===== config.mk =====
export PLATFORM = sky130hd
export DESIGN_NAME = acq_start_trigger_ctrl
export DESIGN_NICKNAME = d
export VERILOG_FILES = /design/src/arm_trig_pkg.sv /design/src/acq_start_trigger_ctrl.sv /design/src/line_edge_detect.sv
export SDC_FILE = /design/constraint.sdc
export NUM_CORES = 1
export LEC_CHECK = 0
export ABC_AREA = 1
export BUFFER_PORTS_ARGS = -buffer_cell sky130_fd_sc_hd__buf_2
export CORE_MARGIN = 10
export CORE_UTILIZATION = 35
export CTS_CLUSTER_DIAMETER = 60
export DETAILED_ROUTE_END_ITERATION = 6
export PLACE_DENSITY_LB_ADDON = 0.12
export SKIP_LAST_GASP = 1
export SYNTH_ARGS = -nofsm -noshare
export SYNTH_HDL_FRONTEND = slang
export SYNTH_SLANG_ARGS = --single-unit

===== constraint.sdc =====
create_clock -name ref_clk -period 4.95 [get_ports ref_clk]
set_input_delay 0.99 -clock ref_clk [delete_from_list [all_inputs] [get_ports ref_clk]]
set_output_delay 0.99 -clock ref_clk [all_outputs]
set_load 0.005 [all_outputs]

===== src/arm_trig_pkg.sv =====
// Purpose: constants for the acquisition-start trigger control block
// Assumes: 20 MHz ref_clk, plain register port
// Notes:
package arm_trig_pkg;

    localparam logic [3:0] REG_CTRL   = 4'h0;
    localparam logic [3:0] REG_BURST  = 4'h4;
    localparam logic [3:0] REG_CMD    = 4'h8;
    localparam logic [3:0] REG_STATUS = 4'hC;

    // Control fields
    localparam int CTRL_STD_MODE   = 0;
    localparam int CTRL_TRIG_ON    = 1;
    localparam int CTRL_SRC_HW     = 2;
    localparam int CTRL_FALLING    = 3;
    localparam int CTRL_ACQ_CONT   = 4;
    localparam int CTRL_TGT_ARM    = 5;
    localparam int CTRL_LINE_SEL   = 6;

    // Command fields, write one to execute
    localparam int CMD_SW_TRIG     = 0;
    localparam int CMD_ACQ_START   = 1;
    localparam int CMD_ACQ_STOP    = 2;

    localparam logic [7:0] CTRL_RESET  = 8'h40;
    localparam logic [7:0] BURST_RESET = 8'h01;
    localparam logic [7:0] BURST_MIN   = 8'h01;
    localparam logic [7:0] BURST_MAX   = 8'hFF;

    typedef enum logic [1:0] {
        ST_STOPPED,
        ST_WAIT_ARM,
        ST_WAIT_FRAME
    } arm_state_t;

endpackage


===== src/acq_start_trigger_ctrl.sv =====
// Purpose: arm camera for frame bursts on acquisition-start triggers
// Assumes: 20 MHz ref_clk, host register port, frame triggers from same clock
// Notes: frame_start_in is a one-cycle pulse from the frame trigger logic
`timescale 1ns/1ps
`default_nettype none
module acq_start_trigger_ctrl
    import arm_trig_pkg::*;
(
    // Clock and reset
    input  wire logic       ref_clk,
    input  wire logic       arst_n,
    // Register port
    input  wire logic [3:0] reg_addr,
    input  wire logic [7:0] reg_wdata,
    input  wire logic       reg_wr,
    input  wire logic       reg_rd,
    output logic      [7:0] reg_rdata,
    // Hardware trigger lines
    input  wire logic       ext_arm_trigger_in,
    input  wire logic       line2_in,
    // Frame trigger from frame-start logic
    input  wire logic       frame_start_in,
    // To acquisition engine
    output logic            frame_begin,
    output logic            armed,
    output logic            wait_arm
);

    logic [7:0]  ctrl;
    logic [7:0]  burst;
    logic [7:0]  frame_cnt;
    arm_state_t  state;
    arm_state_t  next_state;
    logic        line1_edge;
    logic        line2_edge;
    logic        hw_edge;
    logic        sw_trig;
    logic        acq_start;
    logic        acq_stop;
    logic        arm_trig;
    logic        frame_ok;
    logic        burst_done;
    logic        cmd_wr;

    // Line 1 and line 2 each get their own synchroniser
    line_edge_detect u_line1
    (
        .clk        (ref_clk),
        .arst_n     (arst_n),
        .line_in    (ext_arm_trigger_in),
        .falling    (ctrl[CTRL_FALLING]),
        .edge_pulse (line1_edge)
    );

    line_edge_detect u_line2
    (
        .clk        (ref_clk),
        .arst_n     (arst_n),
        .line_in    (line2_in),
        .falling    (ctrl[CTRL_FALLING]),
        .edge_pulse (line2_edge)
    );

    // Control register; legacy mode and line 2 out of reset
    always_ff @(posedge ref_clk or negedge arst_n)
    begin
        if (!arst_n)
            ctrl <= CTRL_RESET;
        else if (reg_wr && reg_addr == REG_CTRL)
            ctrl <= reg_wdata;
    end

    // Burst length; zero writes are clamped to one since 0 would end a burst only after 256 frames
    always_ff @(posedge ref_clk or negedge arst_n)
    begin
        if (!arst_n)
            burst <= BURST_RESET;
        else if (reg_wr && reg_addr == REG_BURST)
            burst <= (reg_wdata < BURST_MIN) ? BURST_MIN : reg_wdata;
    end

    // Command decode
    assign cmd_wr    = reg_wr && reg_addr == REG_CMD;
    assign acq_start = cmd_wr && reg_wdata[CMD_ACQ_START];
    assign acq_stop  = cmd_wr && reg_wdata[CMD_ACQ_STOP];
    // Software trigger counts only while the selector points at this trigger
    assign sw_trig   = cmd_wr && reg_wdata[CMD_SW_TRIG] && ctrl[CTRL_TGT_ARM];

    // Line select: clear bit picks line 1
    assign hw_edge   = ctrl[CTRL_LINE_SEL] ? line2_edge : line1_edge;

    // Trigger source mux
    always_comb
    begin
        if (!ctrl[CTRL_TRIG_ON])
            arm_trig = 1'b1;
        else if (ctrl[CTRL_SRC_HW])
            arm_trig = hw_edge;
        else
            arm_trig = sw_trig;
    end

    assign frame_ok   = state == ST_WAIT_FRAME && frame_start_in;
    assign burst_done = frame_ok && ctrl[CTRL_TRIG_ON] && (frame_cnt + 8'h01 == burst);

    // State transitions
    always_comb
    begin
        next_state = state;
        unique case (state)
            ST_STOPPED:
            begin
                // Arming needs standard mode, continuous mode and a start command
                if (acq_start && ctrl[CTRL_STD_MODE] && ctrl[CTRL_ACQ_CONT])
                    next_state = ST_WAIT_ARM;
            end
            ST_WAIT_ARM:
            begin
                if (acq_stop || !ctrl[CTRL_STD_MODE])
                    next_state = ST_STOPPED;
                else if (arm_trig)
                    next_state = ST_WAIT_FRAME;
            end
            ST_WAIT_FRAME:
            begin
                if (acq_stop || !ctrl[CTRL_STD_MODE])
                    next_state = ST_STOPPED;
                else if (burst_done)
                    next_state = ST_WAIT_ARM;
            end
            default:
                next_state = ST_STOPPED;
        endcase
    end

    always_ff @(posedge ref_clk or negedge arst_n)
    begin
        if (!arst_n)
            state <= ST_STOPPED;
        else
            state <= next_state;
    end

    // Frames accepted since arming
    always_ff @(posedge ref_clk or negedge arst_n)
    begin
        if (!arst_n)
            frame_cnt <= 8'h00;
        else if (state != ST_WAIT_FRAME || burst_done)
            frame_cnt <= 8'h00;
        else if (frame_ok)
            frame_cnt <= frame_cnt + 8'h01;
    end

    // Registered outputs to the engine
    always_ff @(posedge ref_clk or negedge arst_n)
    begin
        if (!arst_n)
        begin
            frame_begin <= 1'b0;
            armed       <= 1'b0;
            wait_arm    <= 1'b0;
        end
        else
        begin
            frame_begin <= frame_ok;
            armed       <= next_state == ST_WAIT_FRAME;
            wait_arm    <= next_state == ST_WAIT_ARM;
        end
    end

    // Read data one cycle after the strobe; unmapped reads zero
    always_ff @(posedge ref_clk or negedge arst_n)
    begin
        if (!arst_n)
            reg_rdata <= 8'h00;
        else if (reg_rd)
        begin
            unique case (reg_addr)
                REG_CTRL:   reg_rdata <= ctrl;
                REG_BURST:  reg_rdata <= burst;
                REG_STATUS: reg_rdata <= {frame_cnt[5:0], state == ST_WAIT_FRAME, state == ST_WAIT_ARM};
                default:    reg_rdata <= 8'h00;
            endcase
        end
        else
            reg_rdata <= 8'h00;
    end

endmodule
`default_nettype wire


===== src/line_edge_detect.sv =====
// Purpose: synchronise a trigger line and emit one pulse per edge of the selected polarity
// Assumes: line is asynchronous to clk
// Notes: two flops before any logic reads the line
`timescale 1ns/1ps
`default_nettype none
module line_edge_detect
(
    // Clock and reset
    input  wire logic clk,
    input  wire logic arst_n,
    // Line and polarity
    input  wire logic line_in,
    input  wire logic falling,
    // Pulse out
    output logic      edge_pulse
);

    logic sync_a;
    logic sync_b;
    logic last_b;

    always_ff @(posedge clk or negedge arst_n)
    begin
        if (!arst_n)
        begin
            sync_a <= 1'b0;
            sync_b <= 1'b0;
            last_b <= 1'b0;
        end
        else
        begin
            sync_a <= line_in;
            sync_b <= sync_a;
            last_b <= sync_b;
        end
    end

    // Edge chosen by polarity
    always_comb
    begin
        if (falling)
            edge_pulse = last_b & ~sync_b;
        else
            edge_pulse = ~last_b & sync_b;
    end

endmodule
`default_nettype wire


* Word level (Yosys, flattened, before mapping)
Index checks and enable logic that the tools add are counted.
Storage, ports and cells: RAM bits 0, bits of input ports 19, register bits 43, latch bits 0, output and inout port bits 11, word-level logic and storage cells 67, bits in read-only memories 0, memories 0
Operators by class: bitwise logic cells 8, order comparisons 1, $mul 0, shift-type cells 0, equal/unequal tests 9, $add $sub $neg 1, divide/modulo/power cells 0, reduce and logical (&&, ||, !) cells 18, multiplexer cells 16
Operators with widths (number):
- $mux 8 | 4
- $pmux 8 s3 | 1
- $logic_and 1x1->1 | 12
- $mux 2 | 5
- $add 8x1->8 const B | 1
- $eq 4x4->1 const B | 2
- $eq 8x8->1 | 1
- $lt 8x1->1 const B | 1
- $pmux 2 s3 | 1
- $mux 1 | 5
- $and 1x1->1 | 4
- $eq 2x1->1 const B | 2
- $eq 2x2->1 const B | 2
- $eq 4x3->1 const B | 1
- $logic_not 4->1 | 1
- $not 1->1 | 4
- $logic_not 2->1 | 1
- $logic_or 1x1->1 | 2
- $ne 2x2->1 const B | 1
- $reduce_bool 2->1 | 1
- $logic_not 1->1 | 1

* Longest topological paths before layout
depth in word-level cells 10, depth in mapped cells 12, depth with buffers taken out 12

* Modules after synthesis
Synthesis repeated with hierarchy kept, for this count alone.
Second synthesis, totals: cell total of the unflattened synthesis 285, area total of the unflattened synthesis 2279.7 um2
By module, submodules not included:
- acq_start_trigger_ctrl | sequential area each 928.4 um2, times used 1, cells each 267, area each 2079.5 um2
- line_edge_detect | sequential area each 75.1 um2, times used 2, cells each 9, area each 100.1 um2

* Worst setup path before layout
OpenSTA, ideal clock, no wires.
path kind input -> register, from input frame_start_in, to register frame_cnt[2], data arrival time 1.919 ns, data required time 4.831 ns, path buffers 1, slack 2.912 ns, cell stages on the path 10, cells stage by stage buf_2 -> nand3_1 -> nor2_1 -> nand2_1 -> nor2_1 -> nand3_1 -> nor2_2 -> nand2_4 -> nand2_4 -> a21oi_2
On the way: cells in the longest elaborated chain, start to end 5, elaborated cells on any way between the ends 6
Ends and longest elaborated chain:
- from (decl) | RTL line acq_start_trigger_ctrl.sv:22 | input wire logic frame_start_in,
- $logic_and 1x1->1 * | RTL line acq_start_trigger_ctrl.sv:103 | assign frame_ok = state == ST_WAIT_FRAME && frame_start_in;
- $logic_and 1x1->1 (2 in a row) | RTL line acq_start_trigger_ctrl.sv:104 | assign burst_done = frame_ok && ctrl[CTRL_TRIG_ON] && (frame_cnt + 8'h01 == burst);
- $logic_or 1x1->1 | RTL line acq_start_trigger_ctrl.sv:149 | else if (state != ST_WAIT_FRAME || burst_done)
- $mux 8 / $reduce_bool 2->1 (equally long branches)
- to (signal assigned) | RTL line acq_start_trigger_ctrl.sv:152 | frame_cnt <= frame_cnt + 8'h01;
- to (decl) | RTL line acq_start_trigger_ctrl.sv:31 | logic [7:0] frame_cnt;
Every way passes the cells marked *; elsewhere a longest branch is shown, timed or not. A chain may end at the register's enable or synchronous reset.

* Worst setup path in the final report
from input reg_addr[1], to register burst[0]
On the way: cells in the longest elaborated chain, start to end 2
Ends and longest elaborated chain:
- from (decl) | RTL line acq_start_trigger_ctrl.sv:13 | input wire logic [3:0] reg_addr,
- $eq 4x3->1 | RTL line acq_start_trigger_ctrl.sv:78 | else if (reg_wr && reg_addr == REG_BURST)
- $logic_and 1x1->1 | RTL line acq_start_trigger_ctrl.sv:78
- to (signal assigned) | RTL line acq_start_trigger_ctrl.sv:79 | burst <= (reg_wdata < BURST_MIN) ? BURST_MIN : reg_wdata;
- to (decl) | RTL line acq_start_trigger_ctrl.sv:30 | logic [7:0] burst;
No other way between the ends.

==> flow_summary.toml <==
[status]
status = "finished clean"

[worst_setup_path]
crit_path_start_kind = "input pin"
reg2reg_slack_ps = 3040
cp_slowest_cell = "nand2_1"
arrival_ps = 2320
r2r_cells = 12
crit_chain = "buf_2, nor2_1, nand3_1, inv_1, nand2_1, nor3_1, a21oi_1"
endpoint_kind = "flip-flop"
critPathMaxStageDelay_ps = 280
regToRegStartpoint = "frame_cnt[1]$_DFFE_PN0P_"
crit_type = "in -> reg"
critical_path.max_fanout = 16
r2r-end = "frame_cnt[4]$_DFFE_PN0P_"
cp-startpoint = "reg_addr[1]"
worstPathRequired_ps = 5170

[global_routing]
overflow = 0
grt_pass1_wl_um = 9246
grt_usage_pct = 11.43
grt_pass1_vias = 1830
grt_antenna_before_repair = 0
grt_max_degree = 44

[drt]
totalWireLength_um = 5505
vias = 1882
ant_nets = 0
post_drt_wl_per_cell_um = 14.08
via_per_inst = 4.813
route.detailed.drc = 0
drt_iter0_markers = 115
first_pass_iters = 4

[clock_network]
cts_num_sinks = 43
cts_tree = "built"
clockBufferDepth = 2
cts_hold_buffers = 0
clkLatencyLatePin_ps = 300
cts_root_buf = "clkbuf_8"
post_cts_buffers = 0
cts-resized-gates = 0
clk_pin_slew_worst_paths_ps = 80
cts_buffers = 5
htreeDepth = 2

[power_and_ir_drop]
power_switching_uw = 213.4
p_total_uw = 779.1
powerDensity_mw_per_mm2 = 306.9
seqPwrFrac_pct = 52.9
power_frac_comb_pct = 12.2
p_int_uw = 565.6
clkPwrFrac_pct = 34.8
irDropWorstVdd_v = 0.0001165
p_leak_nw = 1.302
p_sw_share_pct = 27.39

[sta]
hold_violations = 0
worstMarginPinSlew_ps = 968.1
period_minus_slack_ps = 2108
drv_slew = 0
max_freq_mhz = 474.5
maxSlewHeadroom_pct = 35.46
skew_ps = 5.010
whs_ps = 351.6
fin_tns_setup_ps = 0
fin_crit_sh_pct = 42.58
setup_violations = 0
rsz0062_at_grt = "no"

[floorplan]
die_y_um = 99.57
ios = 30
initial_core_util_pct = 36.77
die_w_um = 99.57
num_rows = 28
coreArea_mm2 = 0.006026
die_area_mm2 = 0.009914

[synth]
post-synth-top-count-cell = "nand2_1"
synth_cell_type_count = 26
synthesis.nets = 305
yosys_warnings = 0
synth_top_area_share_pct = 46.30
syn_avg_cell_area_um2 = 7.775
ys_ff_latch = 43
synth_edf_count = 0
synth_cells = 285
netlist_area_mm2 = 0.002216
synth_top_cells_by_count = "90 x nand2_1, 48 x inv_1, 41 x dfrtp_1"
synthArstFlopShare_pct = 100.0
synth_top_cell_by_area = "dfrtp_1"
yosys-top-cells-area = "dfrtp_1 46%, nand2_1 15%, inv_1 8.1%"
synth-seq-area-share_pct = 48.67
synth_flop_cell = "dfrtp_1"

[place]
io_buffers = 29
placedCellCount = 384
dpl.hpwl_um = 4292
gp_congestion = 0.8377

[min_path]
whs_endpoint = "u_line1.sync_b$_DFF_PN0_"
worstHoldStart = "u_line1.sync_a$_DFF_PN0_"
whs_path_depth = 0
hold_class = "reg -> reg"

[final_layout]
syn2layout_area_growth_pct = 14.57
antenna_cells = 0
layout-drive-gt1-share_pct = 18.99
fin_nets = 336
nFillCells = 653
final_cells = 391

[run]
cap_violations = 0
## area by class of cell
type / instances / area (um^2) / share of cell area (%)
Clock buffer: 5 / 68.82 / 2.711
Clock inverter: 2 / 37.54 / 1.479
Inverter: 48 / 180.2 / 7.097
Multi-Input combinational cell: 189 / 934.6 / 36.82
Sequential cell: 43 / 1079 / 42.48
Tap cell: 75 / 93.84 / 3.696
Timing Repair Buffer: 29 / 145.1 / 5.717
## power by group through the flow
stage / Clock (mW) / Combinational (mW) / Sequential, mW
2_1_floorplan: 0 / 0.0629 / 0.408
3_3_place_gp: 0 / 0.0960 / 0.419
3_5_place_dp: 0 / 0.0973 / 0.419
4_1_cts: 0.278 / 0.0975 / 0.412
5_1_grt: 0.290 / 0.112 / 0.417
6_report: 0.271 / 0.0954 / 0.412
## how the worst max path moves through the flow
stage	endpoint	slack, ps	cells after the start
after floorplan	frame_cnt[2]$_DFFE_PN0P_	2910	10
after global placement	burst[0]$_DFFE_PN1P_	2610	7
after detailed placement	burst[0]$_DFFE_PN1P_	2560	7
after CTS	burst[0]$_DFFE_PN1P_	2870	7
after global routing	burst[0]$_DFFE_PN1P_	2650	7
final	burst[0]$_DFFE_PN1P_	2840	7
## per-stage QoR
stage	area [um^2]	util [%]	setup WS [ps]
2_1_floorplan	2216	-	2912
3_3_place_gp	2432	40.37	2606
3_5_place_dp	2432	40.37	2563
4_1_cts	2539	42.13	2871
5_1_grt	2539	42.13	2650
6_report	2539	42.13	2842
## worst max-delay path: cells and delay by family
family                 cells  cell delay [ps]
and+or+nand+nor            4              970
AOI/OAI and AO/OA          1               60
buffers and inverters      2              300
## routing by layer
| layer | global-route usage (%) | share of wire, % | vias to the layer above |
|---|---|---|---|
| li1 | - | - | 965 |
| met1 | 15.28 | 50 | 863 |
| met2 | 17.94 | 45 | 41 |
| met3 | 2.284 | 3.1 | 13 |
| met4 | 3.638 | 1.9 | 0 |
| met5 | 0 | 0 | - |
## logic make-up after synthesis
group / Yosys count / share of synthesized area (%)
AOI/OAI and AO/OA: 35 / 9.882
buffers and inverters: 53 / 9.147
and+or+nand+nor: 153 / 31.73
DFF: 43 / 48.67
adders and majority gates: 1 / 0.5646
## cells in the final DEF, fill, tap and decap left out, types with 6 or more instances in the layout
master	n
nand2_1	90
nor2_2	6
nor2_1	7
dfrtp_1	41
inv_1	48
buf_2	29
a21oi_2	6
nand3_1	30
o21ai_0	20
## registers in the layout, indices dropped and copies added, names as in the netlist
signal          count
u_line1.last_b      1
u_line1.sync_a      1
burst               8
state               2
u_line2.sync_b      1
frame_cnt           8
armed               1
reg_rdata           8
ctrl                8
wait_arm            1
frame_begin         1
u_line2.last_b      1
u_line2.sync_a      1
u_line1.sync_b      1
Note: power is estimated with default switching activity, not from simulation.
